==> config.mk <==
export PLATFORM = sky130hd
export DESIGN_NAME = cpx_port
export DESIGN_NICKNAME = d
export VERILOG_FILES = /design/src/include/cpx_pkg.sv /design/src/design/cpx_port.sv /design/src/design/cpx_fifo.sv
export SDC_FILE = /design/constraint.sdc
export NUM_CORES = 1
export LEC_CHECK = 0
export BUFFER_PORTS_ARGS = -buffer_cell sky130_fd_sc_hd__buf_2
export CORE_MARGIN = 1
export CORE_UTILIZATION = 55
export CTS_CLUSTER_DIAMETER = 60
export CTS_CLUSTER_SIZE = 12
export DETAILED_ROUTE_END_ITERATION = 7
export GPL_TIMING_DRIVEN = 1
export PLACE_DENSITY = 0.85
export SYNTH_ARGS = -nofsm -noshare
export SYNTH_HDL_FRONTEND = slang
export SYNTH_SLANG_ARGS = --single-unit
==> constraint.sdc <==
create_clock -name sys_clk -period 11.7 [get_ports sys_clk]
set_input_delay 2.34 -clock sys_clk [delete_from_list [all_inputs] [get_ports sys_clk]]
set_output_delay 2.34 -clock sys_clk [all_outputs]
set_load 0.05 [all_outputs]
==> src/include/cpx_pkg.sv <==
// Constants, types and decode helpers for the coprocessor port block
// Function
// - Abort flag for aborted load/store, in write-back
// - Four-bit word count; zero without coprocessor
// - Core sends data on separate 32-bit bus
// - Instructions go out on 32-bit bus
// - Commit flag marks Execute instruction; coprocessor executes
// - Decode handshake: 10 absent, 00 wait, 01 go, 11 last
// - Active-low valid qualifies the instruction bus
// - Privilege flag low nonprivileged, high privileged
// - Outputs change after, inputs sampled on, rising edge
package cpx_pkg;
    localparam int DATA_W = 32;
    localparam int COUNT_W = 4;
    localparam int FIFO_DEPTH = 16;

    // Handshake encoding shared by the decode and execute answers
    localparam logic [1:0] HS_ABSENT = 2'h2;
    localparam logic [1:0] HS_WAIT = 2'h0;
    localparam logic [1:0] HS_GO = 2'h1;
    localparam logic [1:0] HS_LAST = 2'h3;

    // Word counts: none, driven when no coprocessor takes part, and one
    localparam logic [3:0] WORDS_NONE = 4'h0;
    localparam logic [3:0] WORDS_ONE = 4'h1;

    // Completion codes reported to the core
    localparam logic [1:0] DONE_OK = 2'h0;
    localparam logic [1:0] DONE_ABSENT = 2'h1;
    localparam logic [1:0] DONE_CANCEL = 2'h2;
    localparam logic [1:0] DONE_ABORT = 2'h3;

    // Values after reset
    localparam logic RST_REQ_N = 1'b1;
    localparam logic RST_VALID_N = 1'b1;
    localparam logic RST_PRIV = 1'b0;
    localparam logic [31:0] RST_WORD = 32'h0000_0000;

    typedef enum logic [2:0] {
        ST_IDLE,
        ST_DECODE,
        ST_EXEC,
        ST_XFER,
        ST_WB
    } cpx_state_t;

    // True for an answer that lets the instruction proceed
    function automatic logic cpx_hs_going(input logic [1:0] hs);
        return (hs == HS_GO) || (hs == HS_LAST);
    endfunction : cpx_hs_going
endpackage : cpx_pkg

==> src/design/cpx_port.sv <==
// Core end of the external coprocessor port with store-data buffering
`timescale 1ns/1ps
module cpx_port #(
    parameter int DATA_W = cpx_pkg::DATA_W,
    parameter int DEPTH = cpx_pkg::FIFO_DEPTH
) (
    input wire logic sys_clk,
    input wire logic rstn,
    // Core pipeline side
    input wire logic coreStall,
    input wire logic issueValid,
    output logic issueReady,
    input wire logic [31:0] issueInstr,
    input wire logic issuePriv,
    input wire logic issueCondPass,
    input wire logic issueIsLdst,
    input wire logic issueIsStore,
    input wire logic [3:0] issueWordCount,
    input wire logic lateCancel,
    input wire logic ldstAbort,
    input wire logic storeValid,
    output logic storeReady,
    input wire logic [DATA_W-1:0] storeData,
    output logic loadValid,
    output logic [DATA_W-1:0] loadData,
    output logic doneValid,
    output logic [1:0] doneStatus,
    // Coprocessor side
    output logic follower_advance_enable,
    output logic [31:0] cop_instruction_bus,
    output logic instr_valid_n,
    output logic instr_request_n,
    output logic privileged_access_flag,
    output logic execute_commit_flag,
    output logic late_cancel_flag,
    output logic ldst_abort_flag,
    output logic [3:0] ldst_word_count,
    output logic [DATA_W-1:0] core_to_cop_data,
    input wire logic [DATA_W-1:0] cop_to_core_data,
    input wire logic external_cop_enable,
    input wire logic [1:0] decode_handshake,
    input wire logic [1:0] execute_handshake
);
    localparam int LW = $clog2(DEPTH + 1);

    cpx_pkg::cpx_state_t stateR;
    cpx_pkg::cpx_state_t stateNxt;
    logic step;
    logic [1:0] hsDe;
    logic [1:0] hsEx;
    logic issueAccept;
    logic deGo;
    logic deAbsent;
    logic exGo;
    logic exAbsent;
    logic xferWord;
    logic lastWord;
    logic cancelNow;
    logic pop;
    logic advNxt;
    logic condPassR;
    logic isLdstR;
    logic isStoreR;
    logic [3:0] wordsLeftR;
    logic fifoValid;
    logic fifoInReady;
    logic [DATA_W-1:0] fifoData;
    logic [LW-1:0] fifoLevel;
    logic issueReady_r;
    logic storeReady_r;

    // All pipeline steps are taken on edges the follower also sees
    // shared advance edge
    assign step = follower_advance_enable;

    // disabled means absent: do not trust floating answers
    assign hsDe = external_cop_enable ? decode_handshake : cpx_pkg::HS_ABSENT;
    assign hsEx = external_cop_enable ? execute_handshake : cpx_pkg::HS_ABSENT;

    assign issueAccept = step && (stateR == cpx_pkg::ST_IDLE) && issueValid;
    assign deGo = step && (stateR == cpx_pkg::ST_DECODE) && cpx_pkg::cpx_hs_going(hsDe);
    assign deAbsent = step && (stateR == cpx_pkg::ST_DECODE) && (hsDe == cpx_pkg::HS_ABSENT);
    assign exGo = step && (stateR == cpx_pkg::ST_EXEC) && cpx_pkg::cpx_hs_going(hsEx);
    assign exAbsent = step && (stateR == cpx_pkg::ST_EXEC) && (hsEx == cpx_pkg::HS_ABSENT);
    assign cancelNow = step && (stateR == cpx_pkg::ST_XFER) && late_cancel_flag;
    assign xferWord = step && (stateR == cpx_pkg::ST_XFER) && !late_cancel_flag && isLdstR
        && (!isStoreR || fifoValid);
    assign lastWord = (wordsLeftR == cpx_pkg::WORDS_ONE);
    assign pop = xferWord && isStoreR;

    // Sequencing through decode, execute, memory and write-back
    always_comb begin
        stateNxt = stateR;
        unique case (stateR)
            cpx_pkg::ST_IDLE: begin
                if (issueAccept) begin
                    stateNxt = cpx_pkg::ST_DECODE;
                end
            end
            cpx_pkg::ST_DECODE: begin
                if (deAbsent || (deGo && !condPassR)) begin
                    stateNxt = cpx_pkg::ST_IDLE;
                end else if (deGo) begin
                    stateNxt = cpx_pkg::ST_EXEC;
                end
            end
            cpx_pkg::ST_EXEC: begin
                if (exAbsent) begin
                    stateNxt = cpx_pkg::ST_IDLE;
                end else if (exGo) begin
                    stateNxt = cpx_pkg::ST_XFER;
                end
            end
            cpx_pkg::ST_XFER: begin
                if (cancelNow) begin
                    stateNxt = cpx_pkg::ST_IDLE;
                end else if (step && (!isLdstR || (xferWord && lastWord))) begin
                    stateNxt = cpx_pkg::ST_WB;
                end
            end
            cpx_pkg::ST_WB: begin
                if (step) begin
                    stateNxt = cpx_pkg::ST_IDLE;
                end
            end
        endcase
    end

    always_ff @(posedge sys_clk or negedge rstn) begin
        if (!rstn) begin
            stateR <= cpx_pkg::ST_IDLE;
        end else begin
            stateR <= stateNxt;
        end
    end

    // Hold the enable low rather than let a store step with no word
    always_comb begin
        advNxt = !coreStall;
        if (stateNxt == cpx_pkg::ST_XFER && isStoreR && isLdstR
            && fifoLevel <= (pop ? LW'(1) : LW'(0))) begin
            advNxt = 1'b0;
        end
    end

    // every port output is a flop updated on the rising edge
    always_ff @(posedge sys_clk or negedge rstn) begin
        if (!rstn) begin
            follower_advance_enable <= 1'b0;
            issueReady_r <= 1'b0;
            storeReady_r <= 1'b0;
        end else begin
            follower_advance_enable <= advNxt;
            issueReady_r <= (stateNxt == cpx_pkg::ST_IDLE);
            storeReady_r <= fifoInReady;
        end
    end
    assign issueReady = issueReady_r;
    assign storeReady = storeReady_r;

    // instruction bus, its active-low valid and request
    always_ff @(posedge sys_clk or negedge rstn) begin
        if (!rstn) begin
            cop_instruction_bus <= cpx_pkg::RST_WORD;
            instr_valid_n <= cpx_pkg::RST_VALID_N;
            instr_request_n <= cpx_pkg::RST_REQ_N;
        end else if (issueAccept) begin
            cop_instruction_bus <= issueInstr;
            instr_valid_n <= 1'b0;
            instr_request_n <= 1'b0;
        end else begin
            // Request is taken on one enabled edge only
            if (step) begin
                instr_request_n <= 1'b1;
            end
            if (stateNxt == cpx_pkg::ST_IDLE) begin
                instr_valid_n <= 1'b1;
            end
        end
    end

    always_ff @(posedge sys_clk or negedge rstn) begin
        if (!rstn) begin
            privileged_access_flag <= cpx_pkg::RST_PRIV;
            condPassR <= 1'b0;
            isLdstR <= 1'b0;
            isStoreR <= 1'b0;
        end else if (issueAccept) begin
            privileged_access_flag <= issuePriv;
            condPassR <= issueCondPass;
            isLdstR <= issueIsLdst;
            isStoreR <= issueIsLdst && issueIsStore;
        end
    end

    // word count, forced to zero while no coprocessor is enabled
    always_ff @(posedge sys_clk or negedge rstn) begin
        if (!rstn) begin
            ldst_word_count <= cpx_pkg::WORDS_NONE;
        end else if (!external_cop_enable) begin
            ldst_word_count <= cpx_pkg::WORDS_NONE;
        end else if (issueAccept) begin
            ldst_word_count <= issueIsLdst ? issueWordCount : cpx_pkg::WORDS_NONE;
        end
    end

    // Remaining words; a count of zero still moves one word
    always_ff @(posedge sys_clk or negedge rstn) begin
        if (!rstn) begin
            wordsLeftR <= cpx_pkg::WORDS_NONE;
        end else if (issueAccept) begin
            wordsLeftR <= (issueWordCount == cpx_pkg::WORDS_NONE) ? cpx_pkg::WORDS_ONE
                : issueWordCount;
        end else if (xferWord) begin
            wordsLeftR <= wordsLeftR - 4'h1;
        end
    end

    // commit stands through Execute until the answer proceeds or is absent
    always_ff @(posedge sys_clk or negedge rstn) begin
        if (!rstn) begin
            execute_commit_flag <= 1'b0;
        end else if (deGo && condPassR) begin
            execute_commit_flag <= 1'b1;
        end else if (exGo || exAbsent) begin
            execute_commit_flag <= 1'b0;
        end
    end

    // First memory cycle carries the cancel; cancelled words never move
    always_ff @(posedge sys_clk or negedge rstn) begin
        if (!rstn) begin
            late_cancel_flag <= 1'b0;
        end else if (exGo) begin
            late_cancel_flag <= lateCancel;
        end else if (step) begin
            late_cancel_flag <= 1'b0;
        end
    end

    always_ff @(posedge sys_clk or negedge rstn) begin
        if (!rstn) begin
            ldst_abort_flag <= 1'b0;
        end else begin
            ldst_abort_flag <= (stateNxt == cpx_pkg::ST_WB) && isLdstR && ldstAbort
                && (stateR != cpx_pkg::ST_WB || ldst_abort_flag);
        end
    end

    // store words leave through their own output bus
    always_ff @(posedge sys_clk or negedge rstn) begin
        if (!rstn) begin
            core_to_cop_data <= '0;
        end else if (pop) begin
            core_to_cop_data <= fifoData;
        end
    end

    // load words sampled from the return bus
    always_ff @(posedge sys_clk or negedge rstn) begin
        if (!rstn) begin
            loadValid <= 1'b0;
            loadData <= '0;
        end else begin
            loadValid <= xferWord && !isStoreR;
            if (xferWord && !isStoreR) begin
                loadData <= cop_to_core_data;
            end
        end
    end

    // Completion report, one pulse per accepted instruction
    always_ff @(posedge sys_clk or negedge rstn) begin
        if (!rstn) begin
            doneValid <= 1'b0;
            doneStatus <= cpx_pkg::DONE_OK;
        end else begin
            doneValid <= deAbsent || exAbsent || (deGo && !condPassR) || cancelNow
                || (step && stateR == cpx_pkg::ST_WB);
            if (deAbsent || exAbsent) begin
                doneStatus <= cpx_pkg::DONE_ABSENT;
            end else if ((deGo && !condPassR) || cancelNow) begin
                doneStatus <= cpx_pkg::DONE_CANCEL;
            end else if (step && stateR == cpx_pkg::ST_WB) begin
                doneStatus <= ldst_abort_flag ? cpx_pkg::DONE_ABORT : cpx_pkg::DONE_OK;
            end
        end
    end

    // Store buffer; the core is stalled through storeReady one cycle after it fills, so one offer is refused
    cpx_fifo #(
        .WIDTH(DATA_W),
        .DEPTH(DEPTH),
        .LW(LW)
    ) u_store_fifo (
        .sys_clk(sys_clk),
        .rstn(rstn),
        .inValid(storeValid),
        .inReady(fifoInReady),
        .inData(storeData),
        .outValid(fifoValid),
        .outReady(pop),
        .outData(fifoData),
        .level(fifoLevel)
    );
endmodule : cpx_port

==> src/design/cpx_fifo.sv <==
// Store-data FIFO with registered full and empty flags
`timescale 1ns/1ps
module cpx_fifo #(
    parameter int WIDTH = 32,
    parameter int DEPTH = 16,
    parameter int LW = $clog2(DEPTH + 1)
) (
    input wire logic sys_clk,
    input wire logic rstn,
    input wire logic inValid,
    output logic inReady,
    input wire logic [WIDTH-1:0] inData,
    output logic outValid,
    input wire logic outReady,
    output logic [WIDTH-1:0] outData,
    output logic [LW-1:0] level
);
    localparam int PW = $clog2(DEPTH);

    logic [WIDTH-1:0] mem [DEPTH];
    logic [PW-1:0] wrPtr_r;
    logic [PW-1:0] rdPtr_r;
    logic [LW-1:0] cnt_r;
    logic [LW-1:0] cnt_nxt;
    logic full_r;
    logic empty_r;
    logic push;
    logic pop;

    // Flags are registered so the core-facing ready is a flop
    assign push = inValid && !full_r;
    assign pop = outReady && !empty_r;
    assign inReady = !full_r;
    assign outValid = !empty_r;
    assign outData = mem[rdPtr_r];
    assign level = cnt_r;

    always_comb begin
        cnt_nxt = cnt_r;
        if (push && !pop) begin
            cnt_nxt = cnt_r + LW'(1);
        end else if (pop && !push) begin
            cnt_nxt = cnt_r - LW'(1);
        end
    end

    // Storage needs no reset; only valid words are ever read
    always_ff @(posedge sys_clk) begin
        if (push) begin
            mem[wrPtr_r] <= inData;
        end
    end

    // Pointers wrap naturally for a power-of-two depth
    always_ff @(posedge sys_clk or negedge rstn) begin
        if (!rstn) begin
            wrPtr_r <= '0;
            rdPtr_r <= '0;
            cnt_r <= '0;
            full_r <= 1'b0;
            empty_r <= 1'b1;
        end else begin
            if (push) begin
                wrPtr_r <= wrPtr_r + PW'(1);
            end
            if (pop) begin
                rdPtr_r <= rdPtr_r + PW'(1);
            end
            cnt_r <= cnt_nxt;
            full_r <= (cnt_nxt == LW'(DEPTH));
            empty_r <= (cnt_nxt == '0);
        end
    end
endmodule : cpx_fifo

==> impl_metrics.toml <==
[power_and_ir_drop]
p_leak_nw = 10.5
pwr-share-seq = 0.444
combPwrFrac = 0.298
peakVddDrop_mv = 0.215
p_clk_frac = 0.258
power.internal_w = 0.00467
netSwitchingPower_w = 0.00248
power.total_w = 0.00715
cellPowerDensity_nw_per_um2 = 248
switching_share = 0.347

[synthesis]
synth_flop_cell = "edfxtp_1"
synth_top_area_frac = 0.609
synth_edf_count = 512
synth.most_common_cell = "edfxtp_1"
syn_nets = 1441
synth_area_sq_um = 25200
ys_top_cells_by_count = "edfxtp_1 (512), dfrtp_1 (135), nand2_1 (129), mux4_2 (128), mux2i_1 (66)"
yosysTopAreaCell = "edfxtp_1"
synthCells = 1315
yosys_register_bits = 650
yosysUniqueCellTypes = 67
synthArstFlopShare = 0.212
postSynthAreaPerCell_sq_um = 19.2
yosysSeqAreaShare = 0.746
ys_warn_count = 0
netlist_top_cells_area = "edfxtp_1 (61%), dfrtp_1 (13%), mux4_2 (11%)"

[sta]
worst_slew_pin_slew_ps = 1280
timing.fmax_mhz = 256
fin_crit_sh = 0.333
drv_slew = 0
grt_setup_unrepaired = "no"
hold_violations = 0
post-route-min-period_ps = 3900
setup_viol = 0
worst_slack_ps = 7800
clock_skew_ps = 40.2
final.setup.tns_ps = 0
maxSlewHeadroom = 0.145

[final_layout]
fillers = 2945
seqCellArea_sq_um = 18800
synthToLayoutAreaGrowth_pct = 14.2
layout.nets = 1675
multi_input_area_sq_um = 6070
drive_above_1_share = 0.299
stdcell_count = 2202

[clocking]
cts_buffers = 61
clockRootBuffer = "clkbuf_16"
cts_sinks = 650
postCtsResizedCells = 0
clk_path_buf_depth = 3
clk_pin_slew_ps = 60
cts_tree = "yes"
htreeDepth = 2
cts_setup_buffers = 0
hold_buffers = 0
clkLatencyLatePin_ps = 640

[min_path]
hp-class = "reg2reg"
hold_path_depth = 1
min_from = "u_store_fifo.full_r"
min_to = "storeReady"

[worst_setup_path]
crit_required_ps = 11920
path_class = "in2reg"
critPathMaxFanout = 32
crit_path_start_kind = "input port"
r2r_start = "u_store_fifo.rdPtr_r[0]"
cp_data_arrival_time_ps = 4120
reg2reg_slack_ps = 8380
endpoint_kind = "flip-flop"
r2r_end = "core_to_cop_data[11]"
rr_worst_depth = 5

[floorplan]
initial_core_util = 0.557
die_y_um = 216
core_sq_um = 45300
die-area_sq_um = 46700
dieWidth_um = 216
rows = 78
io_pins = 229

[routing]
drt-total-wl_um = 56000
avgRoutedWirePerCell_um = 25.4
drtIter0Drc = 1452
antenna_left = 0
first_pass_iters = 5
vias_per_cell = 6.12
drcViolationCount = 0
via_count = 13500

[global_route]
grt_pass1_vias = 14000
grt_usage = 0.245
grt_max_degree = 83
grt.overflow.total = 0
antenna_found_initial = 3
grt_first_pass_wirelength_um = 85200

[placed_design]
dpl.cell_count = 2086
port_buffers = 228
dpl.hpwl_um = 30600
dp_slack_ps = 7230
gp_congestion = 0.823

[run]
cap_violations = 0

[run_status]
status = "completed"
## worst max-delay path, cell delays in order
cell     delay [ps]
buf_2           100
nor2b_1         140
buf_4           230
nand2_1         250
nor2_4         1040
## metrics by stage
stage,cell area [sq um],hold WS (ps),utilization
after CTS,28800,466,0.636
after floorplan,25200,420,-
after global placement,27000,452,0.596
after global routing,28800,487,0.636
after detailed placement,27000,458,0.596
final,28800,466,0.636
## cells in the final DEF, fill, tap and decap left out, types with 4 or more instances in the layout
cell	instances
nor2_4	12
and3_1	5
inv_1	15
ha_1	10
clkbuf_16	63
edfxtp_1	512
clkbuf_1	46
nor3_1	8
nand2b_1	7
xnor2_1	7
mux2_1	29
o22ai_1	32
nand4_1	6
mux4_2	128
a21o_1	33
mux2_2	4
o21ai_0	7
buf_2	227
nor3_2	5
dfrtp_1	132
nand2_1	129
a21boi_0	5
nor2_1	17
mux2i_1	66
nand3_1	13
buf_4	14
## cell families (layout without fill, tap and decap cells)
kind of cell / after synthesis / count (layout) / share of synthesized area
compound gates: 104 / 104 / 0.0302
mux: 227 / 227 / 0.155
other cells: 0 / 2 / 0
xor+xnor: 8 / 8 / 0.00278
simple gates: 229 / 229 / 0.0431
buf+inv: 87 / 372 / 0.0174
fa+ha+maj: 10 / 10 / 0.00496
flops: 650 / 650 / 0.746
## power groups by stage
stage	Combinational, W	Sequential (W)	Clock (W)
after detailed placement	0.00211	0.00321	0
after CTS	0.00215	0.00318	0.00187
final	0.00213	0.00318	0.00184
after global placement	0.00207	0.00318	0
after floorplan	0.00110	0.00366	0
after global routing	0.00226	0.00322	0.00196
## area by class of cell
| type | instances | area share |
|---|---|---|
| Antenna cell | 2 | 0.000174 |
| Clock buffer | 109 | 0.0607 |
| Clock inverter | 5 | 0.00287 |
| Inverter | 16 | 0.00208 |
| Multi-Input combinational cell | 578 | 0.211 |
| Sequential cell | 650 | 0.654 |
| Tap cell | 600 | 0.0261 |
| Timing Repair Buffer | 242 | 0.0435 |
## metal layers
| metal | vias to the layer above | track usage | wire length, um |
|---|---|---|---|
| li1 | 5674 | - | - |
| met3 | 114 | 0.0404 | 4480 |
| met5 | - | 0 | 14 |
| met2 | 766 | 0.422 | 29100 |
| met4 | 2 | 0.0857 | 1560 |
| met1 | 6925 | 0.317 | 20800 |
## worst max-delay path by stage
stage / slack (ps) / cells past startpoint / start / endpoint
6_report: 7800 / 5 / storeValid / u_store_fifo.mem[4][23]
5_1_grt: 7770 / 5 / storeValid / u_store_fifo.mem[6][21]
4_1_cts: 7850 / 1 / follower_advance_enable / follower_advance_enable
3_5_place_dp: 7230 / 5 / storeValid / u_store_fifo.mem[4][6]
3_3_place_gp: 7260 / 5 / storeValid / u_store_fifo.mem[7][15]
2_1_floorplan: 5980 / 4 / storeValid / u_store_fifo.mem[3][0]
## state kept, by name, indices dropped and copies added (netlist names), 2 cells and up
| name | cells |
|---|---|
| cop_instruction_bus | 32 |
| core_to_cop_data | 32 |
| doneStatus | 2 |
| ldst_word_count | 4 |
| loadData | 32 |
| stateR | 3 |
| u_store_fifo.level | 5 |
| u_store_fifo.mem | 512 |
| u_store_fifo.rdPtr_r | 4 |
| u_store_fifo.wrPtr_r | 4 |
| wordsLeftR | 4 |
Power figures use the tool's default switching activity.
